--- config.mk ---
export PLATFORM = sky130hd
export DESIGN_NAME = smb_bus_release
export DESIGN_NICKNAME = d
export VERILOG_FILES = /design/src/rtl/smb_pkg.sv /design/src/rtl/smb_shift_if.sv /design/src/rtl/smb_spi_shifter.sv /design/src/rtl/smb_bus_release.sv
export SDC_FILE = /design/constraint.sdc
export NUM_CORES = 1
export LEC_CHECK = 0
export ABC_AREA = 1
export BUFFER_PORTS_ARGS = -buffer_cell sky130_fd_sc_hd__buf_2
export CORE_AREA = 2 2 76 107
export CTS_CLUSTER_SIZE = 40
export DETAILED_ROUTE_END_ITERATION = 16
export DIE_AREA = 0 0 78 109
export PLACE_DENSITY_LB_ADDON = 0.2
export REMOVE_ABC_BUFFERS = 1
export SETUP_SLACK_MARGIN = 0.02
export SYNTH_ARGS = -nofsm -noshare
export SYNTH_HDL_FRONTEND = slang
export SYNTH_SLANG_ARGS = --single-unit
--- constraint.sdc ---
create_clock -name sys_clk -period 1.6 [get_ports sys_clk]
set_clock_uncertainty 0.2 [all_clocks]
set_input_delay 0.16 -clock sys_clk [delete_from_list [all_inputs] [get_ports sys_clk]]
set_output_delay 0.16 -clock sys_clk [all_outputs]
set_load 0.02 [all_outputs]
--- src/rtl/smb_pkg.sv ---
// Constants shared by the bus release logic and its shift engine.
// Assumes one 125 MHz system clock and SPI mode 0 transfers.
package smb_pkg;
    // ****************************************
    // Pin counts and widths
    // ****************************************
    localparam int GP_PIN_COUNT = 9;
    localparam int SPI_BITS = 8;
    localparam logic [3:0] BIT_TOP = 4'h7;
    // ****************************************
    // Timing
    // ****************************************
    localparam int SYS_CLK_PERIOD_NS = 8;
    localparam int SCK_HALF_PERIOD_NS = 1000;
    // Least time, so round up
    localparam int SCK_HALF_CYCLES =
        (SCK_HALF_PERIOD_NS + SYS_CLK_PERIOD_NS - 1) / SYS_CLK_PERIOD_NS;
    localparam int DIV_W = 8;
    // ****************************************
    // Reset values
    // ****************************************
    localparam logic [GP_PIN_COUNT-1:0] CS_IDLE_LEVEL = 9'h1ff;
    localparam logic [SPI_BITS-1:0] RX_RESET = 8'h00;
    // ****************************************
    // Arbitration states
    // ****************************************
    typedef enum logic [1:0] {
        SMB_OWN,
        SMB_XFER,
        SMB_RELEASED
    } smb_state_t;
endpackage : smb_pkg

--- src/rtl/smb_shift_if.sv ---
// Carrier between the arbitration logic and the SPI shift engine.
// Assumes both ends run on the same system clock.
`timescale 1ns/1ps
interface smb_shift_if;
    import smb_pkg::*;
    logic start;
    logic abort;
    logic [SPI_BITS-1:0] tx;
    logic [SPI_BITS-1:0] rx;
    logic busy;
    logic done;
    logic sck;
    logic mosi;
    logic miso;
    modport ctrl (output start, output abort, output tx, output miso,
                  input rx, input busy, input done, input sck, input mosi);
    modport eng (input start, input abort, input tx, input miso,
                 output rx, output busy, output done, output sck, output mosi);
endinterface : smb_shift_if

--- src/rtl/smb_spi_shifter.sv ---
// SPI mode 0 byte shift engine with abort.
// Assumes start arrives only while idle; abort stops at once.
`timescale 1ns/1ps
module smb_spi_shifter #(
    parameter int HALF_CYCLES = smb_pkg::SCK_HALF_CYCLES
) (
    input wire logic sys_clk,
    input wire logic rst_b,
    smb_shift_if.eng sif
);
    import smb_pkg::*;
    localparam logic [DIV_W-1:0] DIV_TOP = DIV_W'(HALF_CYCLES - 1);
    logic busy_reg;
    logic done_reg;
    logic sck_reg;
    logic mosi_reg;
    logic [SPI_BITS-1:0] sh_reg;
    logic [SPI_BITS-1:0] rx_reg;
    logic [3:0] bit_reg;
    logic [DIV_W-1:0] div_reg;
    wire tick = busy_reg && (div_reg == DIV_TOP);
    wire rise = tick && !sck_reg;
    wire fall = tick && sck_reg;
    wire last = fall && (bit_reg == 4'h0);
    // ****************************************
    // Shifting
    // ****************************************
    always_ff @(posedge sys_clk or negedge rst_b)
    begin
        if (!rst_b)
        begin
            busy_reg <= 1'b0;
            done_reg <= 1'b0;
            sck_reg <= 1'b0;
            mosi_reg <= 1'b0;
            sh_reg <= RX_RESET;
            rx_reg <= RX_RESET;
            bit_reg <= 4'h0;
            div_reg <= '0;
        end
        else
        begin
            done_reg <= last;
            div_reg <= (!busy_reg || tick) ? '0 : div_reg + 1'b1;
            if (sif.abort)
            begin
                busy_reg <= 1'b0;
                sck_reg <= 1'b0;
            end
            else if (sif.start && !busy_reg)
            begin
                busy_reg <= 1'b1;
                sh_reg <= sif.tx;
                mosi_reg <= sif.tx[SPI_BITS-1];
                bit_reg <= BIT_TOP;
            end
            else if (rise)
            begin
                sck_reg <= 1'b1;
                sh_reg <= {sh_reg[SPI_BITS-2:0], sif.miso};
            end
            else if (fall)
            begin
                sck_reg <= 1'b0;
                mosi_reg <= sh_reg[SPI_BITS-1];
                bit_reg <= bit_reg - 4'h1;
                if (last)
                begin
                    busy_reg <= 1'b0;
                    rx_reg <= sh_reg;
                end
            end
        end
    end
    assign sif.busy = busy_reg;
    assign sif.done = done_reg;
    assign sif.sck = sck_reg;
    assign sif.mosi = mosi_reg;
    assign sif.rx = rx_reg;
endmodule : smb_spi_shifter

--- src/rtl/smb_bus_release.sv ---
// SPI master with shared-bus release handshake and chip select pins.
// Assumes synchronous pin inputs, active-high request, active-low selects.
`timescale 1ns/1ps
module smb_bus_release #(
    parameter int CS_W = smb_pkg::GP_PIN_COUNT
) (
    input wire logic sys_clk,
    input wire logic rst_b,
    input wire logic shared_mode_en,
    input wire logic release_pin_dedicated,
    input wire logic ack_pin_dedicated,
    input wire logic irq_pin_dedicated,
    input wire logic bus_release_request_pin,
    input wire logic slave_interrupt_monitor_pin,
    input wire logic [CS_W-1:0] gp_cs_mask,
    input wire logic [CS_W-1:0] cs_select,
    input wire logic xfer_start,
    input wire logic xfer_cancel,
    input wire logic [smb_pkg::SPI_BITS-1:0] xfer_tx,
    input wire logic spi_miso,
    output logic spi_sck_o,
    output logic spi_sck_oe,
    output logic spi_mosi_o,
    output logic spi_mosi_oe,
    output logic [CS_W-1:0] general_purpose_pin_o,
    output logic [CS_W-1:0] general_purpose_pin_oe,
    output logic bus_release_ack_pin_o,
    output logic bus_release_ack_pin_oe,
    output logic slave_irq_o,
    output logic xfer_pending_o,
    output logic xfer_busy_o,
    output logic xfer_done_o,
    output logic [smb_pkg::SPI_BITS-1:0] xfer_rx_o,
    output logic bus_released_o
);
    import smb_pkg::*;
    smb_shift_if sif ();
    smb_state_t state_reg;
    smb_state_t state_next;
    logic pend_reg;
    logic [SPI_BITS-1:0] tx_reg;
    logic [CS_W-1:0] sel_reg;
    logic [CS_W-1:0] cs_out_reg;
    logic [CS_W-1:0] cs_oe_reg;
    logic drive_reg;
    logic ack_reg;
    logic ack_oe_reg;
    logic irq_reg;
    logic done_reg;
    logic [SPI_BITS-1:0] rx_reg;
    // ****************************************
    // Decode
    // ****************************************
    wire release_req = shared_mode_en && release_pin_dedicated
                       && bus_release_request_pin;
    wire in_own = (state_reg == SMB_OWN);
    wire in_xfer = (state_reg == SMB_XFER);
    wire in_rel = (state_reg == SMB_RELEASED);
    wire abort_now = in_xfer && release_req && xfer_cancel;
    wire launch = in_own && !release_req && pend_reg;
    // A start landing on the launch edge queues again rather than vanish
    wire pend_next = (pend_reg && !launch) || xfer_start;
    wire take_tx = xfer_start && (!pend_reg || launch);
    wire [CS_W-1:0] sel_next = launch ? (gp_cs_mask & cs_select) : sel_reg;
    always_comb
    begin
        state_next = state_reg;
        unique case (state_reg)
            SMB_OWN:
                if (release_req)
                    state_next = SMB_RELEASED;
                else if (pend_reg)
                    state_next = SMB_XFER;
            SMB_XFER:
                if (abort_now)
                    state_next = SMB_RELEASED;
                else if (sif.done)
                    state_next = release_req ? SMB_RELEASED : SMB_OWN;
            SMB_RELEASED:
                if (!release_req)
                    state_next = SMB_OWN;
        endcase
    end
    // Selects and pin drive follow the next state so they move with it
    wire in_xfer_next = (state_next == SMB_XFER);
    wire rel_next = (state_next == SMB_RELEASED);
    wire [CS_W-1:0] cs_out_next = in_xfer_next ? ~sel_next : CS_IDLE_LEVEL[CS_W-1:0];
    wire [CS_W-1:0] cs_oe_next = rel_next ? '0 : gp_cs_mask;
    assign sif.start = launch;
    assign sif.abort = abort_now;
    assign sif.tx = tx_reg;
    assign sif.miso = spi_miso;
    // ****************************************
    // State and pins
    // ****************************************
    always_ff @(posedge sys_clk or negedge rst_b)
    begin
        if (!rst_b)
        begin
            state_reg <= SMB_OWN;
            pend_reg <= 1'b0;
            tx_reg <= RX_RESET;
            sel_reg <= '0;
            cs_out_reg <= CS_IDLE_LEVEL[CS_W-1:0];
            cs_oe_reg <= '0;
            drive_reg <= 1'b0;
            ack_reg <= 1'b0;
            ack_oe_reg <= 1'b0;
            irq_reg <= 1'b0;
            done_reg <= 1'b0;
            rx_reg <= RX_RESET;
        end
        else
        begin
            state_reg <= state_next;
            pend_reg <= pend_next;
            tx_reg <= take_tx ? xfer_tx : tx_reg;
            sel_reg <= sel_next;
            cs_out_reg <= cs_out_next;
            cs_oe_reg <= cs_oe_next;
            drive_reg <= !rel_next;
            ack_reg <= rel_next;
            ack_oe_reg <= shared_mode_en && ack_pin_dedicated;
            irq_reg <= irq_pin_dedicated && slave_interrupt_monitor_pin;
            done_reg <= sif.done;
            rx_reg <= sif.done ? sif.rx : rx_reg;
        end
    end
    smb_spi_shifter u_shift (
        .sys_clk(sys_clk),
        .rst_b(rst_b),
        .sif(sif)
    );
    assign spi_sck_o = sif.sck;
    assign spi_mosi_o = sif.mosi;
    assign spi_sck_oe = drive_reg;
    assign spi_mosi_oe = drive_reg;
    assign general_purpose_pin_o = cs_out_reg;
    assign general_purpose_pin_oe = cs_oe_reg;
    assign bus_release_ack_pin_o = ack_reg;
    assign bus_release_ack_pin_oe = ack_oe_reg;
    assign slave_irq_o = irq_reg;
    assign xfer_pending_o = pend_reg;
    assign xfer_busy_o = sif.busy;
    assign xfer_done_o = done_reg;
    assign xfer_rx_o = rx_reg;
    assign bus_released_o = ack_reg;
    // ****************************************
    // Coverage helpers
    // ****************************************
    // Request cycles seen mid transfer; a delay range that long is too slow
    logic [11:0] hold_cnt_reg;
    always_ff @(posedge sys_clk or negedge rst_b)
    begin
        if (!rst_b)
            hold_cnt_reg <= '0;
        else if (in_xfer && release_req)
            hold_cnt_reg <= (hold_cnt_reg == 12'hfff) ? hold_cnt_reg : hold_cnt_reg + 12'h001;
        else
            hold_cnt_reg <= '0;
    end
    // ****************************************
    // Checks
    // ****************************************
    a_float_released: assert property (@(posedge sys_clk) disable iff (!rst_b)
        in_rel |-> !spi_sck_oe && !spi_mosi_oe && (general_purpose_pin_oe == '0))
        else $error("bus driven while released");
    a_ack_after_end: assert property (@(posedge sys_clk) disable iff (!rst_b)
        $rose(ack_reg) |-> $past(release_req) && !sif.busy && in_rel)
        else $error("ack raised before transfer ended");
    a_finish_first: assert property (@(posedge sys_clk) disable iff (!rst_b)
        (in_xfer && release_req && !xfer_cancel && !sif.done) |=> in_xfer)
        else $error("bus given up mid transfer");
    a_cancel_aborts: assert property (@(posedge sys_clk) disable iff (!rst_b)
        abort_now |=> in_rel && !sif.busy ##1 !spi_sck_oe)
        else $error("cancel did not abort");
    a_ack_drops: assert property (@(posedge sys_clk) disable iff (!rst_b)
        (in_rel && !release_req) |=> in_own ##0 !ack_reg)
        else $error("ack held after request withdrawn");
    a_sole_master: assert property (@(posedge sys_clk) disable iff (!rst_b)
        (!release_req && !in_rel) |=> !in_rel)
        else $error("released without a request");
    a_cs_active: assert property (@(posedge sys_clk) disable iff (!rst_b)
        in_xfer |-> ((cs_out_reg & sel_reg) == '0))
        else $error("select not active during transfer");
    a_hold_new: assert property (@(posedge sys_clk) disable iff (!rst_b)
        in_rel |-> !sif.busy && !launch)
        else $error("transfer started while released");
    a_irq_seen: assert property (@(posedge sys_clk) disable iff (!rst_b)
        (irq_pin_dedicated && slave_interrupt_monitor_pin) |=> slave_irq_o)
        else $error("slave interrupt not observed");
    a_ack_dir: assert property (@(posedge sys_clk) disable iff (!rst_b)
        (shared_mode_en && ack_pin_dedicated) |=> bus_release_ack_pin_oe)
        else $error("ack pin not driven");
    a_idle_selects: assert property (@(posedge sys_clk) disable iff (!rst_b)
        !in_xfer |-> (cs_out_reg == CS_IDLE_LEVEL[CS_W-1:0]))
        else $error("select active outside transfer");
    a_sole_no_ack: assert property (@(posedge sys_clk) disable iff (!rst_b)
        (!shared_mode_en && !in_rel) |=> !bus_release_ack_pin_o)
        else $error("ack raised as sole master");
    a_done_pulse: assert property (@(posedge sys_clk) disable iff (!rst_b)
        xfer_done_o |=> !xfer_done_o)
        else $error("done held longer than one cycle");
    c_release_mid: cover property (@(posedge sys_clk) disable iff (!rst_b)
        in_rel && (hold_cnt_reg > 12'h001));
    c_cancel: cover property (@(posedge sys_clk) disable iff (!rst_b) abort_now);
    c_queued_resume: cover property (@(posedge sys_clk) disable iff (!rst_b)
        in_rel && pend_reg ##[1:50] launch);
    c_done_seen: cover property (@(posedge sys_clk) disable iff (!rst_b) xfer_done_o);
    c_idle_release: cover property (@(posedge sys_clk) disable iff (!rst_b)
        in_own && release_req && !pend_reg);
endmodule : smb_bus_release

==> reports/results.txt <==
The count of H-tree levels built during CTS was 3. The checks that failed: negative setup slack. Among the stages of the critical path, the cell type that occurs most often is inv_4. The buffers plus inverters on the worst setup path is 3. The remaining design rule violation count is 0.

The xor and xnor fraction of the mapped netlist area works out to 0.00976. The signal on the critical path passes through inv_4 > ha_4 > inv_4 > o211ai_1 > nand2_2 > nor2_4 > buf_6 > nor2_1. Counting instances, the worst hold path has a depth of 4. The row count was 38; the number of cells in the finished layout apart from fillers was 645.

Post-synthesis cell count: 402. Clock latency on the worst-skew pair, taken at its later pin, is 0.36 ns. The register bit total from synthesis is 83, and the post-synthesis cell area is 0.00359 mm2. The fraction of layout instances using a drive strength above 1 was 0.411; the placed standard-cell area was 0.00423 mm2. The max capacitance violation total is 0. After clock tree synthesis, the clock-pin slew on the worst setup and hold paths is 0.09 ns.

The run gives 2978 as the via count of the first global-routing pass. The floorplan step defined a die boundary enclosing 0.00850 mm2. The final critical-path share of the clock period was 1.10; the floorplan core area was 0.00761 mm2. The average via count per standard cell works out to 4.82.

The logic depth of the worst register-to-register path works out to 8. The final layout contains 584 nets. The first global-routing pass estimated 13.3 mm of wire. Adder and majority gate portion of the synthesized area: 0.0244. Buffers inserted during clock tree synthesis total 9. The overall routing resource usage was 0.197; the pre-CTS setup slack was -0.132 ns. For the number of hold violations in the final report, the log shows 0. The measured slew at the worst slew-check pin works out to 0.439 ns. The cell sitting at the root of the clock tree is a clkbuf_8. The path type of the worst min-delay path is input pin to flop. The instance count after placement with tap cells included was 588.

The logs give 0 for the residual overflow from global routing and 0 for the number of nets with antenna violations after routing. The logs give 5.14 mm for the placed wire-length estimate after detailed placement and 3.26 mm for the detailed-routing wirelength on met1. The smallest setup slack after layout is -0.155 ns. Clock tree synthesis found a total of 83 sinks. Post-route minimum period: 1.76 ns. The distinct cell type count after synthesis came out at 34. In this run the worst path has a maximum fanout of 5. Across all layers, the routed design uses 3108 vias. Number of slew-limit violations in the final report: 0.

For the worst max-slew margin expressed relative to the limit, the log shows 0.707. STA classifies the critical path endpoint as a flop. The launch point of the worst reg-to-reg path is state_reg[0]$_DFF_PN0_. The endpoint arrival time on the critical path is 1.80 ns, and the number of synthesis warnings is 0. The final cell area excluding filler cells is 0.00523 mm2. The routed design uses 4.53 mm of met2 wire. Entering global routing, the biggest net connects 84 pins. The final setup violation count was 43. The logs give 0 for the initial antenna violation count and 0.582 for the post-synthesis sequential area ratio. The violation count after the first detailed-routing iteration was 147; the routability congestion estimate was 0.754.

The run finished, with violations left. The destination of the worst hold path was u_shift.bit_reg[3]$_DFFE_PN0P_. The master of the slowest instance on the critical path was dfrtp_2.

The area added between synthesis and finish works out to 45.6%. TritonCTS built the clock tree. Setup repair after global routing could not meet its margin everywhere.

The worst hold path begins at xfer_cancel. In this design, the largest share of critical-path delay is due to flip-flops. The critical path class is flop to flop. The simple-gate area share of the yosys netlist was 0.285; the average size of a mapped cell was 8.93 um2. The largest family of logic cells by synthesized area is simple AND/OR/NAND/NOR gates.

In the detailed route, the total length drawn on met3 is 379 um. The chip height is 109 um. The worst setup path is launched from a flop. Static timing analysis puts the maximum clock frequency at 570 MHz. IR analysis of the VDD net gives a maximum drop of 1.87 mV. The synthesized-area fraction occupied by ao, oa, aoi and oai cells is 0.0373.

In this run the critical register-to-register path is captured at general_purpose_pin_oe[8]$_DFF_PN0_. The tools report the initial core utilization as 0.472. The count of buffers added on input and output ports is 73. The power density normalized to cell area was 1680 mW/mm2.

The tools report the utilization after layout as 0.687. The maximum buffer depth of the clock tree was 2. The leakage component of the power was 0.00264 uW. For the worst setup path, the data required time is 1.65 ns. The final routed wirelength across all metal layers was 8.36 mm; the portion of netlist area occupied by mux cells was 0. 74 I/O pins were placed. The stage delay of the slowest cell on the critical path is 0.44 ns. Total power consumption of the routed design: 8800 uW. Setup slack on the worst reg-to-reg path comes out at -0.16 ns. The die is 78 um wide.

The first TritonRoute pass finished after 6 iterations. The average wire length per cell after detail routing is 13.0 um. Highest routing layer actually used: met4. The run gives 0 as the number of diodes added for antenna fixing.
==> Yosys cell counts (all sizes together) <==
cell | number | area [um2]
clkbuf | 1 | 3.75
nor3b | 2 | 15.0
dfstp | 9 | 236
o21ai | 17 | 88.8
ha | 7 | 87.6
or2 | 1 | 6.26
o211ai | 2 | 15.0
nor3 | 6 | 35.0
inv | 40 | 153
xnor2 | 1 | 8.76
dfrtp | 74 | 1850
a21oi | 6 | 30.0
nand4 | 4 | 37.5
nand3 | 36 | 203
buf | 10 | 60.1
nor2 | 27 | 124
clkinv | 1 | 5.00
xor2 | 3 | 26.3
and3 | 1 | 6.26
nor4 | 1 | 6.26
nand2 | 153 | 592
==> metal layers <==
metal	global-route usage	vias up
met2	0.349	74
met3	0.0505	14
met1	0.230	1478
met4	0.0739	0
met5	0	-
li1	-	1542
==> tightest hold or removal path: stages <==
cell,delay (ns)
buf_2,0.13
nand2_4,0.13
nand3_4,0.15
o21ai_2,0.05
==> cell type report <==
type	count	area (um2)
clock inverters	6	65.1
clock buffers	10	128
multi-input cells	267	1650
repair buffers	138	1000
fillers	580	2380
flip-flops and latches	83	2090
well taps	100	125
inverters	41	171
==> placed cells by master, fill, tap and decap left out, types with 8 or more instances in the layout <==
cell	instances
nand2_2	17
o21ai_2	8
dfrtp_1	72
inv_2	12
dfstp_2	9
nand3_2	11
nor2_4	8
o21ai_1	8
clkbuf_8	9
buf_2	72
nor2_1	14
buf_4	21
dlygate4sd3_1	33
buf_6	10
nand2_1	130
nand3_1	22
inv_1	23
==> kinds of logic after synthesis <==
family / count (synthesis)
XOR/XNOR: 4
AND/OR/NAND/NOR: 231
flip-flops: 83
AO/OA/AOI/OAI: 25
buffers and inverters: 52
adder cells (fa/ha/maj): 7
==> worst max path at each step <==
stage,endpoint,cells after the start,startpoint
CTS,general_purpose_pin_oe[5]$_DFF_PN0_,10,state_reg[0]$_DFF_PN0_
detailed placement,u_shift.sh_reg[5]$_DFFE_PN0P_,9,state_reg[1]$_DFF_PN0_
finish,general_purpose_pin_oe[8]$_DFF_PN0_,8,state_reg[0]$_DFF_PN0_
global route,general_purpose_pin_oe[5]$_DFF_PN0_,8,state_reg[0]$_DFF_PN0_
global placement,u_shift.sh_reg[4]$_DFFE_PN0P_,10,u_shift.div_reg[0]$_DFF_PN0_
floorplan,general_purpose_pin_oe[0]$_DFF_PN0_,9,state_reg[1]$_DFF_PN0_
==> metrics by stage <==
step	hold WS, ns	TNS [ns]
floorplan	-0.336	-3.35
global placement	0.0187	-2.03
detailed placement	0.0252	-4.12
CTS	0.0559	-2.14
global route	0.104	-6.91
finish	0.103	-2.90
==> power by group <==
part,switching [uW],internal [uW],leakage [uW]
combinational,2360,1700,0.00150
clock,761,724,0.0000966
sequential,426,2830,0.00104
total,3550,5260,0.00264
==> timing repair <==
action                     in CTS  in global routing
hold endpoints to repair      122                  0
setup endpoints to repair      68                 72
hold buffers                   33                  0
setup buffers                   4                  3
pin swaps                      14                 36
cloned                          0                  2
resized for setup              43                 81
(Power assumes the default switching activity.)
